## config.mk

```make
export PLATFORM = sky130hd
export DESIGN_NAME = chirq_top
export DESIGN_NICKNAME = d
export VERILOG_FILES = /design/src/chirq_pkg.sv /design/src/chirq_reg_if.sv /design/src/chirq_flag_bank.sv /design/src/chirq_ahb_slave.sv /design/src/chirq_top.sv
export SDC_FILE = /design/constraint.sdc
export NUM_CORES = 1
export LEC_CHECK = 0
export ABC_AREA = 1
export BUFFER_PORTS_ARGS = -buffer_cell sky130_fd_sc_hd__buf_2
export CAP_MARGIN = 10
export CORE_MARGIN = 2
export CORE_UTILIZATION = 55
export DETAILED_ROUTE_END_ITERATION = 8
export PLACE_DENSITY_LB_ADDON = 0.25
export REMOVE_ABC_BUFFERS = 1
export SYNTH_ARGS = -nofsm -noshare
export SYNTH_HDL_FRONTEND = slang
export SYNTH_SLANG_ARGS = --single-unit
```

## constraint.sdc

```tcl
create_clock -name clk_i -period 4.6 [get_ports clk_i]
set_clock_uncertainty 0.1 [all_clocks]
set_input_delay 0.23 -clock clk_i [delete_from_list [all_inputs] [get_ports clk_i]]
set_output_delay 0.23 -clock clk_i [all_outputs]
set_load 0.02 [all_outputs]
```

## src/chirq_pkg.sv

```systemverilog
// Shared constants of the channel interrupt flag and enable block
package chirq_pkg;
	// ****************************************
	// Widths
	// ****************************************
	localparam int DATA_W = 8;
	localparam int IDX_W = 8;
	localparam int ADDR_LSB = 2;
	localparam int FAULT_W = 8;
	localparam int LINE_W = 4;
	localparam int SERIAL_W = 3;

	// ****************************************
	// Register indices, byte address is index times four
	// ****************************************
	localparam logic [IDX_W-1:0] IDX_SERIAL_DATA = 8'h90;
	localparam logic [IDX_W-1:0] IDX_FAULT_FLAGS = 8'h93;
	localparam logic [IDX_W-1:0] IDX_FAULT_EN = 8'h94;
	localparam logic [IDX_W-1:0] IDX_LINE_FLAGS = 8'h95;
	localparam logic [IDX_W-1:0] IDX_LINE_EN = 8'h96;
	localparam logic [IDX_W-1:0] IDX_SERIAL_FLAGS = 8'h97;
	localparam logic [IDX_W-1:0] IDX_SERIAL_EN = 8'h98;

	// ****************************************
	// Field positions
	// ****************************************
	localparam int LINE_RISE_BIT = 0;
	localparam int LINE_FALL_BIT = 1;
	localparam int RP_SEEN_BIT = 2;
	localparam int RP_ERR_BIT = 3;
	localparam int TX_FREE_BIT = 0;
	localparam int RX_BYTE_BIT = 1;
	localparam int RX_OVR_BIT = 2;
	localparam int FLT_LINE_SHUT_BIT = 3;

	// ****************************************
	// Reset values and bus codes
	// ****************************************
	localparam logic [DATA_W-1:0] ENABLE_RST = 8'h00;
	localparam logic [DATA_W-1:0] FLAGS_RST = 8'h00;
	localparam logic [DATA_W-1:0] DATA_RST = 8'h00;
	localparam logic [2:0] HSIZE_WORD = 3'h2;
endpackage : chirq_pkg

```

## src/chirq_reg_if.sv

```systemverilog
// Internal register access strobes between bus slave and register bank
`timescale 1ns/1ps
interface chirq_reg_if;
	logic wr_en;
	logic rd_en;
	logic [chirq_pkg::IDX_W-1:0] idx;
	logic [chirq_pkg::DATA_W-1:0] wdata;
	logic [chirq_pkg::DATA_W-1:0] rdata;
	modport slave (output wr_en, rd_en, idx, wdata, input rdata);
	modport regs (input wr_en, rd_en, idx, wdata, output rdata);
endinterface : chirq_reg_if

```

## src/chirq_flag_bank.sv

```systemverilog
// Sticky event flags cleared by a read, set wins over clear
`timescale 1ns/1ps
module chirq_flag_bank #(
	parameter int WIDTH = 8
) (
	// Clock and reset
	input wire logic clk_i,
	input wire logic rst_n_i,
	// Events and clear
	input wire logic [WIDTH-1:0] set_i,
	input wire logic clr_i,
	// Flags
	output logic [WIDTH-1:0] flags_o
);
	if (WIDTH < 1 || WIDTH > chirq_pkg::DATA_W) begin : g_chk
		$error("chirq_flag_bank: WIDTH out of range");
	end

	// ****************************************
	// One sticky bit per event
	// ****************************************
	for (genvar i = 0; i < WIDTH; i++) begin : g_bit
		// Event in the clearing cycle survives so no event is lost
		always_ff @(posedge clk_i or negedge rst_n_i) begin
			if (!rst_n_i) begin
				flags_o[i] <= chirq_pkg::FLAGS_RST[i];
			end else begin
				flags_o[i] <= set_i[i] | (flags_o[i] & ~clr_i);
			end
		end
	end
endmodule : chirq_flag_bank

```

## src/chirq_ahb_slave.sv

```systemverilog
// AHB-Lite slave with one wait state turning transfers into strobes
`timescale 1ns/1ps
module chirq_ahb_slave (
	// Clock and reset
	input wire logic clk_i,
	input wire logic rst_n_i,
	// AHB-Lite
	input wire logic hsel_i,
	input wire logic [31:0] haddr_i,
	input wire logic [1:0] htrans_i,
	input wire logic hwrite_i,
	input wire logic [2:0] hsize_i,
	input wire logic [31:0] hwdata_i,
	input wire logic hready_i,
	output logic [31:0] hrdata_o,
	output logic hreadyout_o,
	output logic hresp_o,
	// Register strobes
	chirq_reg_if.slave reg_bus
);
	typedef enum logic {ST_ADDR, ST_DATA} chirq_state_type;

	chirq_state_type state_ff;
	logic [31:0] addr_ff;
	logic write_ff;
	logic size_ok_ff;
	logic hit;
	logic take;

	// ****************************************
	// Address phase capture
	// ****************************************
	assign take = hsel_i && hready_i && htrans_i[1] && state_ff == ST_ADDR;

	// Latch the address phase, stall data phase one cycle
	always_ff @(posedge clk_i or negedge rst_n_i) begin
		if (!rst_n_i) begin
			state_ff <= ST_ADDR;
			addr_ff <= 32'h0000_0000;
			write_ff <= 1'b0;
			size_ok_ff <= 1'b0;
		end else if (take) begin
			state_ff <= ST_DATA;
			addr_ff <= haddr_i;
			write_ff <= hwrite_i;
			size_ok_ff <= (hsize_i == chirq_pkg::HSIZE_WORD);
		end else begin
			state_ff <= ST_ADDR;
		end
	end

	// ****************************************
	// Data phase strobes
	// ****************************************
	// Out of range or sub-word access is ignored, reads zero
	assign hit = state_ff == ST_DATA && size_ok_ff && addr_ff[31:10] == 22'h00_0000
		&& addr_ff[chirq_pkg::ADDR_LSB-1:0] == 2'h0;
	assign reg_bus.idx = addr_ff[chirq_pkg::ADDR_LSB +: chirq_pkg::IDX_W];
	assign reg_bus.wdata = hwdata_i[chirq_pkg::DATA_W-1:0];
	assign reg_bus.wr_en = hit && write_ff;
	assign reg_bus.rd_en = hit && !write_ff;

	// Wait state keeps hrdata registered at the cost of a cycle
	always_ff @(posedge clk_i or negedge rst_n_i) begin
		if (!rst_n_i) begin
			hreadyout_o <= 1'b1;
			hrdata_o <= 32'h0000_0000;
			hresp_o <= 1'b0;
		end else begin
			hreadyout_o <= !take;
			hresp_o <= 1'b0;
			if (reg_bus.rd_en) begin
				hrdata_o <= {{(32-chirq_pkg::DATA_W){1'b0}}, reg_bus.rdata};
			end else if (state_ff == ST_DATA) begin
				hrdata_o <= 32'h0000_0000;
			end
		end
	end
endmodule : chirq_ahb_slave

```

## src/chirq_top.sv

```systemverilog
// Channel interrupt flags, enables and serial data byte, on AHB-Lite
//
// Summary of operation
// - Fault enable register, eight read/write bits
// - Enable bit one enables; enables reset zero
// - Line event bits seven to four reserved zero
// - Ready pulse error sets bit three
// - Valid ready pulse sets bit two
// - Line falling edge sets bit one
// - Line rising edge sets bit zero
// - Line event enables in bits three to zero
// - Serial flags: overrun bit two, bits seven to three reserved
// - Received byte sets bit one, byte readable
// - Transmitter free sets bit zero
// - Serial enables in bits two to zero
// - Fault flags match enables, read clear
// - Overrun means unread byte was overwritten
//
// The AHB-Lite interface to the registers was chosen for this implementation.
`timescale 1ns/1ps
module chirq_top (
	// Clock and reset
	input wire logic clk_i,
	input wire logic rst_n_i,
	// AHB-Lite slave
	input wire logic hsel_i,
	input wire logic [31:0] haddr_i,
	input wire logic [1:0] htrans_i,
	input wire logic hwrite_i,
	input wire logic [2:0] hsize_i,
	input wire logic [31:0] hwdata_i,
	input wire logic hready_i,
	output logic [31:0] hrdata_o,
	output logic hreadyout_o,
	output logic hresp_o,
	// Fault and channel events
	input wire logic [chirq_pkg::FAULT_W-1:0] fault_evt_i,
	input wire logic channel_powered_i,
	input wire logic comm_line_i,
	input wire logic rp_error_i,
	input wire logic rp_valid_i,
	// Serial port
	input wire logic rx_valid_i,
	input wire logic [chirq_pkg::DATA_W-1:0] rx_data_i,
	input wire logic tx_free_i,
	output logic [chirq_pkg::DATA_W-1:0] tx_data_o,
	output logic tx_load_o,
	// Interrupt request
	output logic irq_o
);
	// ****************************************
	// Reset release
	// ****************************************
	logic rst_meta_ff;
	logic rst_n;

	// Assert at once, release two edges later
	always_ff @(posedge clk_i or negedge rst_n_i) begin
		if (!rst_n_i) begin
			rst_meta_ff <= 1'b0;
			rst_n <= 1'b0;
		end else begin
			rst_meta_ff <= 1'b1;
			rst_n <= rst_meta_ff;
		end
	end

	// ****************************************
	// Bus slave
	// ****************************************
	chirq_reg_if bus ();

	chirq_ahb_slave u_slave (
		.clk_i(clk_i),
		.rst_n_i(rst_n),
		.hsel_i(hsel_i),
		.haddr_i(haddr_i),
		.htrans_i(htrans_i),
		.hwrite_i(hwrite_i),
		.hsize_i(hsize_i),
		.hwdata_i(hwdata_i),
		.hready_i(hready_i),
		.hrdata_o(hrdata_o),
		.hreadyout_o(hreadyout_o),
		.hresp_o(hresp_o),
		.reg_bus(bus.slave)
	);

	// ****************************************
	// Enable registers
	// ****************************************
	logic [chirq_pkg::FAULT_W-1:0] fault_en_ff;
	logic [chirq_pkg::LINE_W-1:0] line_en_ff;
	logic [chirq_pkg::SERIAL_W-1:0] serial_en_ff;

	// Reserved enable bits are not stored, so they read zero
	always_ff @(posedge clk_i or negedge rst_n) begin
		if (!rst_n) begin
			fault_en_ff <= chirq_pkg::ENABLE_RST[chirq_pkg::FAULT_W-1:0];
			line_en_ff <= chirq_pkg::ENABLE_RST[chirq_pkg::LINE_W-1:0];
			serial_en_ff <= chirq_pkg::ENABLE_RST[chirq_pkg::SERIAL_W-1:0];
		end else if (bus.wr_en) begin
			case (bus.idx)
				chirq_pkg::IDX_FAULT_EN: begin
					fault_en_ff <= bus.wdata[chirq_pkg::FAULT_W-1:0];
				end
				chirq_pkg::IDX_LINE_EN: begin
					line_en_ff <= bus.wdata[chirq_pkg::LINE_W-1:0];
				end
				chirq_pkg::IDX_SERIAL_EN: begin
					serial_en_ff <= bus.wdata[chirq_pkg::SERIAL_W-1:0];
				end
				default: begin
				end
			endcase
		end
	end

	// ****************************************
	// Line edge detection
	// ****************************************
	logic line_prev_ff;
	logic line_arm_ff;
	logic line_rise;
	logic line_fall;

	// First sample after reset only arms, avoiding a false edge
	always_ff @(posedge clk_i or negedge rst_n) begin
		if (!rst_n) begin
			line_prev_ff <= 1'b0;
			line_arm_ff <= 1'b0;
		end else begin
			line_prev_ff <= comm_line_i;
			line_arm_ff <= 1'b1;
		end
	end

	assign line_rise = line_arm_ff && !line_prev_ff && comm_line_i;
	assign line_fall = line_arm_ff && line_prev_ff && !comm_line_i;

	// ****************************************
	// Serial data byte
	// ****************************************
	logic [chirq_pkg::DATA_W-1:0] rx_data_ff;
	logic rx_unread_ff;
	logic data_rd;
	logic data_wr;
	logic rx_overrun;

	assign data_rd = bus.rd_en && bus.idx == chirq_pkg::IDX_SERIAL_DATA;
	assign data_wr = bus.wr_en && bus.idx == chirq_pkg::IDX_SERIAL_DATA;
	// A byte read in the arrival cycle is the old one, no overrun
	assign rx_overrun = rx_valid_i && rx_unread_ff && !data_rd;

	// Newest byte always kept; unread mark set wins over read
	always_ff @(posedge clk_i or negedge rst_n) begin
		if (!rst_n) begin
			rx_data_ff <= chirq_pkg::DATA_RST;
			rx_unread_ff <= 1'b0;
		end else begin
			if (rx_valid_i) begin
				rx_data_ff <= rx_data_i;
			end
			rx_unread_ff <= rx_valid_i | (rx_unread_ff & ~data_rd);
		end
	end

	// Transmit byte handed out with a one-cycle load pulse
	always_ff @(posedge clk_i or negedge rst_n) begin
		if (!rst_n) begin
			tx_data_o <= chirq_pkg::DATA_RST;
			tx_load_o <= 1'b0;
		end else begin
			tx_load_o <= data_wr;
			if (data_wr) begin
				tx_data_o <= bus.wdata;
			end
		end
	end

	// ****************************************
	// Source flags
	// ****************************************
	logic [chirq_pkg::FAULT_W-1:0] fault_flags;
	logic [chirq_pkg::FAULT_W-1:0] fault_set;
	logic [chirq_pkg::LINE_W-1:0] line_flags;
	logic [chirq_pkg::LINE_W-1:0] line_set;
	logic [chirq_pkg::SERIAL_W-1:0] serial_flags;
	logic [chirq_pkg::SERIAL_W-1:0] serial_set;

	// Line shutdown event only meaningful on a powered channel
	always_comb begin
		fault_set = fault_evt_i;
		fault_set[chirq_pkg::FLT_LINE_SHUT_BIT] =
			fault_evt_i[chirq_pkg::FLT_LINE_SHUT_BIT] && channel_powered_i;
		line_set = '0;
		line_set[chirq_pkg::RP_ERR_BIT] = rp_error_i;
		line_set[chirq_pkg::RP_SEEN_BIT] = rp_valid_i;
		line_set[chirq_pkg::LINE_FALL_BIT] = line_fall;
		line_set[chirq_pkg::LINE_RISE_BIT] = line_rise;
		serial_set = '0;
		serial_set[chirq_pkg::RX_OVR_BIT] = rx_overrun;
		serial_set[chirq_pkg::RX_BYTE_BIT] = rx_valid_i;
		serial_set[chirq_pkg::TX_FREE_BIT] = tx_free_i;
	end

	chirq_flag_bank #(.WIDTH(chirq_pkg::FAULT_W)) u_fault_flags (
		.clk_i(clk_i),
		.rst_n_i(rst_n),
		.set_i(fault_set),
		.clr_i(bus.rd_en && bus.idx == chirq_pkg::IDX_FAULT_FLAGS),
		.flags_o(fault_flags)
	);

	chirq_flag_bank #(.WIDTH(chirq_pkg::LINE_W)) u_line_flags (
		.clk_i(clk_i),
		.rst_n_i(rst_n),
		.set_i(line_set),
		.clr_i(bus.rd_en && bus.idx == chirq_pkg::IDX_LINE_FLAGS),
		.flags_o(line_flags)
	);

	chirq_flag_bank #(.WIDTH(chirq_pkg::SERIAL_W)) u_serial_flags (
		.clk_i(clk_i),
		.rst_n_i(rst_n),
		.set_i(serial_set),
		.clr_i(bus.rd_en && bus.idx == chirq_pkg::IDX_SERIAL_FLAGS),
		.flags_o(serial_flags)
	);

	// ****************************************
	// Read data
	// ****************************************
	// Narrow registers zero-filled; unmapped index reads zero
	always_comb begin
		case (bus.idx)
			chirq_pkg::IDX_SERIAL_DATA: bus.rdata = rx_data_ff;
			chirq_pkg::IDX_FAULT_FLAGS: bus.rdata = fault_flags;
			chirq_pkg::IDX_FAULT_EN: bus.rdata = fault_en_ff;
			chirq_pkg::IDX_LINE_FLAGS: begin
				bus.rdata = {{(chirq_pkg::DATA_W-chirq_pkg::LINE_W){1'b0}}, line_flags};
			end
			chirq_pkg::IDX_LINE_EN: begin
				bus.rdata = {{(chirq_pkg::DATA_W-chirq_pkg::LINE_W){1'b0}}, line_en_ff};
			end
			chirq_pkg::IDX_SERIAL_FLAGS: begin
				bus.rdata = {{(chirq_pkg::DATA_W-chirq_pkg::SERIAL_W){1'b0}}, serial_flags};
			end
			chirq_pkg::IDX_SERIAL_EN: begin
				bus.rdata = {{(chirq_pkg::DATA_W-chirq_pkg::SERIAL_W){1'b0}}, serial_en_ff};
			end
			default: bus.rdata = chirq_pkg::DATA_RST;
		endcase
	end

	// ****************************************
	// Interrupt request
	// ****************************************
	logic any_pend;

	assign any_pend = |(fault_flags & fault_en_ff) | |(line_flags & line_en_ff)
		| |(serial_flags & serial_en_ff);

	// Registered so the pin never glitches
	always_ff @(posedge clk_i or negedge rst_n) begin
		if (!rst_n) begin
			irq_o <= 1'b0;
		end else begin
			irq_o <= any_pend;
		end
	end
endmodule : chirq_top

```

==> key figures <==
Power and ir drop
  • Pleak: 3.20 nW
  • PwrDens: 308 mW/mm2
  • Peak supply drop: 0.000185 V
  • Power, Total: 1.75 mW

Critical path
  • Worst Setup End Kind: flop
  • CP max FO: 11
  • Crit path kind: flop to flop
  • Reg-to-reg slack, setup: 2.25 ns
  • Req. time, crit path: 4.75 ns
  • Arrival time worst endpoint: 2.50 ns
  • Worst R2R Path Depth: 10
  • Critical Path Source Type: flop
  • Reg-to-reg endpoint: u_fault_flags.flags_o[6]
  • R2R Path Start: u_slave.addr_ff[26]

Min path
  • HP Class: input pin to flop
  • Endpoint, Worst Hold: u_slave.addr_ff[26]
  • Hold Path Depth: 3
  • Hold Startpoint: haddr_i[26]

Timing
  • Final period util: 0.510
  • FMAX: 426 MHz
  • Setup-failing EPs final: 0
  • Final hold violation count: 1
  • Final WS setup: 2.25 ns
  • RSZ-0062 raised after global routing: no
  • Max-slew violation count: 0
  • Relative slew margins: 0.502
  • Post-layout min period: 2.35 ns
  • Actual transition at the worst max-transition pin: 0.744 ns
  • WHS: -0.00315 ns
  • TNS Setup: 0 ns

Detailed routing
  • Final ANT Viol Nets: 0
  • Drt wl/cell: 12.3 um
  • Final WL: 9.90 mm
  • Iteration-0 DRC Markers: 148
  • # DRC: 0
  • Vias per cell: 4.75
  • Vias: 3811
  • Drt first pass iters: 5

Synth
  • Synth cell types: 27
  • Synth Area per Inst: 8.23 um2
  • Register area share after synthesis: 0.532
  • Cell taking the most area after synthesis: dfrtp_1
  • Post-Synth XOR/XNOR Area: 0
  • Adder-cell area share of the yosys netlist: 0
  • Area fraction in compound gates after synthesis: 0.0614
  • Largest family of logic cells by synthesized area: simple AND/OR/NAND/NOR gates
  • Post-synthesis mux area share: 0
  • Yosys warns: 0
  • Simple-gate share of the synthesized area: 0.304
  • Top post-synthesis cells by area: dfrtp_1 (53%), nand2_1 (19%), buf_4 (4.3%), inv_1 (3.9%), nand3_1 (3.6%)
  • #FFs+latches synth: 97
  • Top-area cell type share of the netlist area: 0.526
  • Cell Area, Synth: 0.00457 mm2
  • Post-Syn Instances: 555

Floorplan
  • Die ar.: 0.00905 mm2
  • Die X-Extent: 95.1 um
  • Die height: 95.1 um
  • Starting Density: 0.561
  • Row cnt: 33
  • Core Area: 0.00813 mm2
  • I/O pin count: 140

Clock network
  • Clock buffer depth: 2
  • Cts hold-fix bufs: 48
  • Cts repair resizes: 0
  • H-tree depth: 3
  • CTS clk-pin slew, worst paths: 0.10 ns
  • Postcts setup bufs: 0
  • TritonCTS sink count: 97
  • Num CTS Buffers: 9
  • Clk_lat worst skew: 0.36 ns
  • Root buf cell: clkbuf_8
  • CTS tree: yes

Layout
  • Layout cell share with drive strength beyond 1: 0.208
  • N_diodes: 0
  • Nets: 788
  • Area growth, synth to finish: 24.1%
  • Filler instances: 645

Run status
  • Failing checks: negative hold slack
  • Status: complete, but fails checks

Placement
  • PortBufs: 89
  • Final HPWL DP: 6.83 mm
  • DP Worst Slack: 2.31 ns
  • Final RePlAce weighted congestion: 0.895

Global routing
  • GR Util All Layers: 0.232
  • First-pass GRT wire length: 16.3 mm
  • Initial antenna violation count: 0
  • GRT overflow: 0
  • Largest net degree at the start of global routing: 61
  • Number of global-route vias before repair: 3594

Job
  • Max-Cap Viols: 0
==> layout by cell type, fill, tap and decap left out, types with 5 or more instances in the layout <==
master | synthesis | final
o21ai_0 | 28 | 28
nand2_2 | 5 | 5
dlygate4sd3_1 | 0 | 48
clkbuf_8 | 0 | 10
nand3_1 | 33 | 33
nor2_1 | 29 | 29
inv_1 | 48 | 48
nand2_1 | 229 | 229
inv_2 | 5 | 5
buf_2 | 6 | 89
conb_1 | 2 | 27
o21ai_2 | 16 | 16
dfrtp_1 | 96 | 95
==> worst max-delay path, cell delays in order, from the launching register on <==
cell     delay [ns]
dfrtp_1        0.37
inv_1          0.07
nand2_1        0.06
nor2_1         0.16
nand3_2        0.16
inv_1          0.08
nand2_1        0.05
nor2_1         0.57
nand2_1        0.38
nand2_1        0.18
nand2_1        0.06
==> final cells by class <==
class	instances	area, um2	share of cell area
Sequential cell	97	2430	0.429
Multi-Input combinational cell	392	1770	0.312
Timing Repair Buffer	138	933	0.165
Inverter	54	203	0.0358
Clock buffer	12	145	0.0256
Tap cell	105	131	0.0232
Clock inverter	4	52.6	0.00927
==> flip-flops by register name, summed over array words and instances, names as in the netlist, 3 cells and up <==
register and count:
u_serial_flags.flags_o 3, fault_en_ff 8, u_fault_flags.flags_o 8, rx_data_ff 8
u_line_flags.flags_o 4, tx_data_o 8, line_en_ff 4, u_slave.hrdata_o 8
serial_en_ff 3, u_slave.addr_ff 32
==> power breakdown <==
| part | total [mW] | internal [mW] | switching [mW] | leakage [nW] |
|---|---|---|---|---|
| clock | 0.554 | 0.268 | 0.286 | 0.101 |
| combinational | 0.236 | 0.0953 | 0.140 | 2.03 |
| sequential | 0.957 | 0.914 | 0.0427 | 1.06 |
| total | 1.75 | 1.28 | 0.469 | 3.20 |
==> how the worst max path moves through the flow <==
stage,cells after the start,start,to
floorplan,0,rst_n,fault_en_ff[0]
global placement,10,u_slave.addr_ff[26],u_fault_flags.flags_o[0]
detailed placement,10,u_slave.addr_ff[26],u_fault_flags.flags_o[2]
CTS,10,u_slave.addr_ff[26],u_fault_flags.flags_o[2]
global route,10,u_slave.addr_ff[26],u_fault_flags.flags_o[6]
finish,10,u_slave.addr_ff[26],u_fault_flags.flags_o[6]
==> cells by family (layout without fill, tap and decap cells) <==
logic type             count (synthesis)  count (layout)
buffers and inverters                 91             208
other                                  2              27
AO/OA/AOI/OAI                         44              44
flip-flops                            97              97
AND/OR/NAND/NOR                      321             321
==> routing by layer <==
| layer | vias to the layer above | GRT usage | wire [um] |
|---|---|---|---|
| li1 | 1935 | - | - |
| met2 | 111 | 0.377 | 4710 |
| met3 | 7 | 0.0498 | 504 |
| met1 | 1758 | 0.325 | 4590 |
| met4 | 0 | 0.0471 | 93 |
| met5 | - | 0 | 0 |
==> stage by stage <==
step	cells	hold slack, ns	instance area, um2	util
after floorplan	543	-0.166	4400	-
after global placement	738	-0.0855	4990	0.613
after detailed placement	738	-0.0821	4990	0.613
after CTS	802	0.000501	5670	0.697
after global routing	802	0.0119	5670	0.697
final	802	-0.00315	5670	0.697
==> synth_stat cells <==
| cell | n |
|---|---|
| dfrtp_1 | 96 |
| and2_1 | 2 |
| conb_1 | 2 |
| clkbuf_1 | 3 |
| buf_2 | 6 |
| nand3b_1 | 4 |
| o21ai_0 | 28 |
| nand3_1 | 33 |
| buf_4 | 26 |
| clkinv_1 | 1 |
| nor2_8 | 1 |
| inv_1 | 48 |
| buf_6 | 2 |
| and2_0 | 1 |
| nor2_4 | 1 |
| nor2_1 | 29 |
| nand2_1 | 229 |
| nand3_2 | 4 |
| nor2_2 | 4 |
| nand3_4 | 2 |
| nand2_2 | 5 |
| nand4_2 | 1 |
| nor3_1 | 1 |
| dfstp_2 | 1 |
| o21ai_2 | 16 |
| inv_2 | 5 |
| nand4_1 | 4 |
Note: power is estimated with default switching activity, not from simulation.
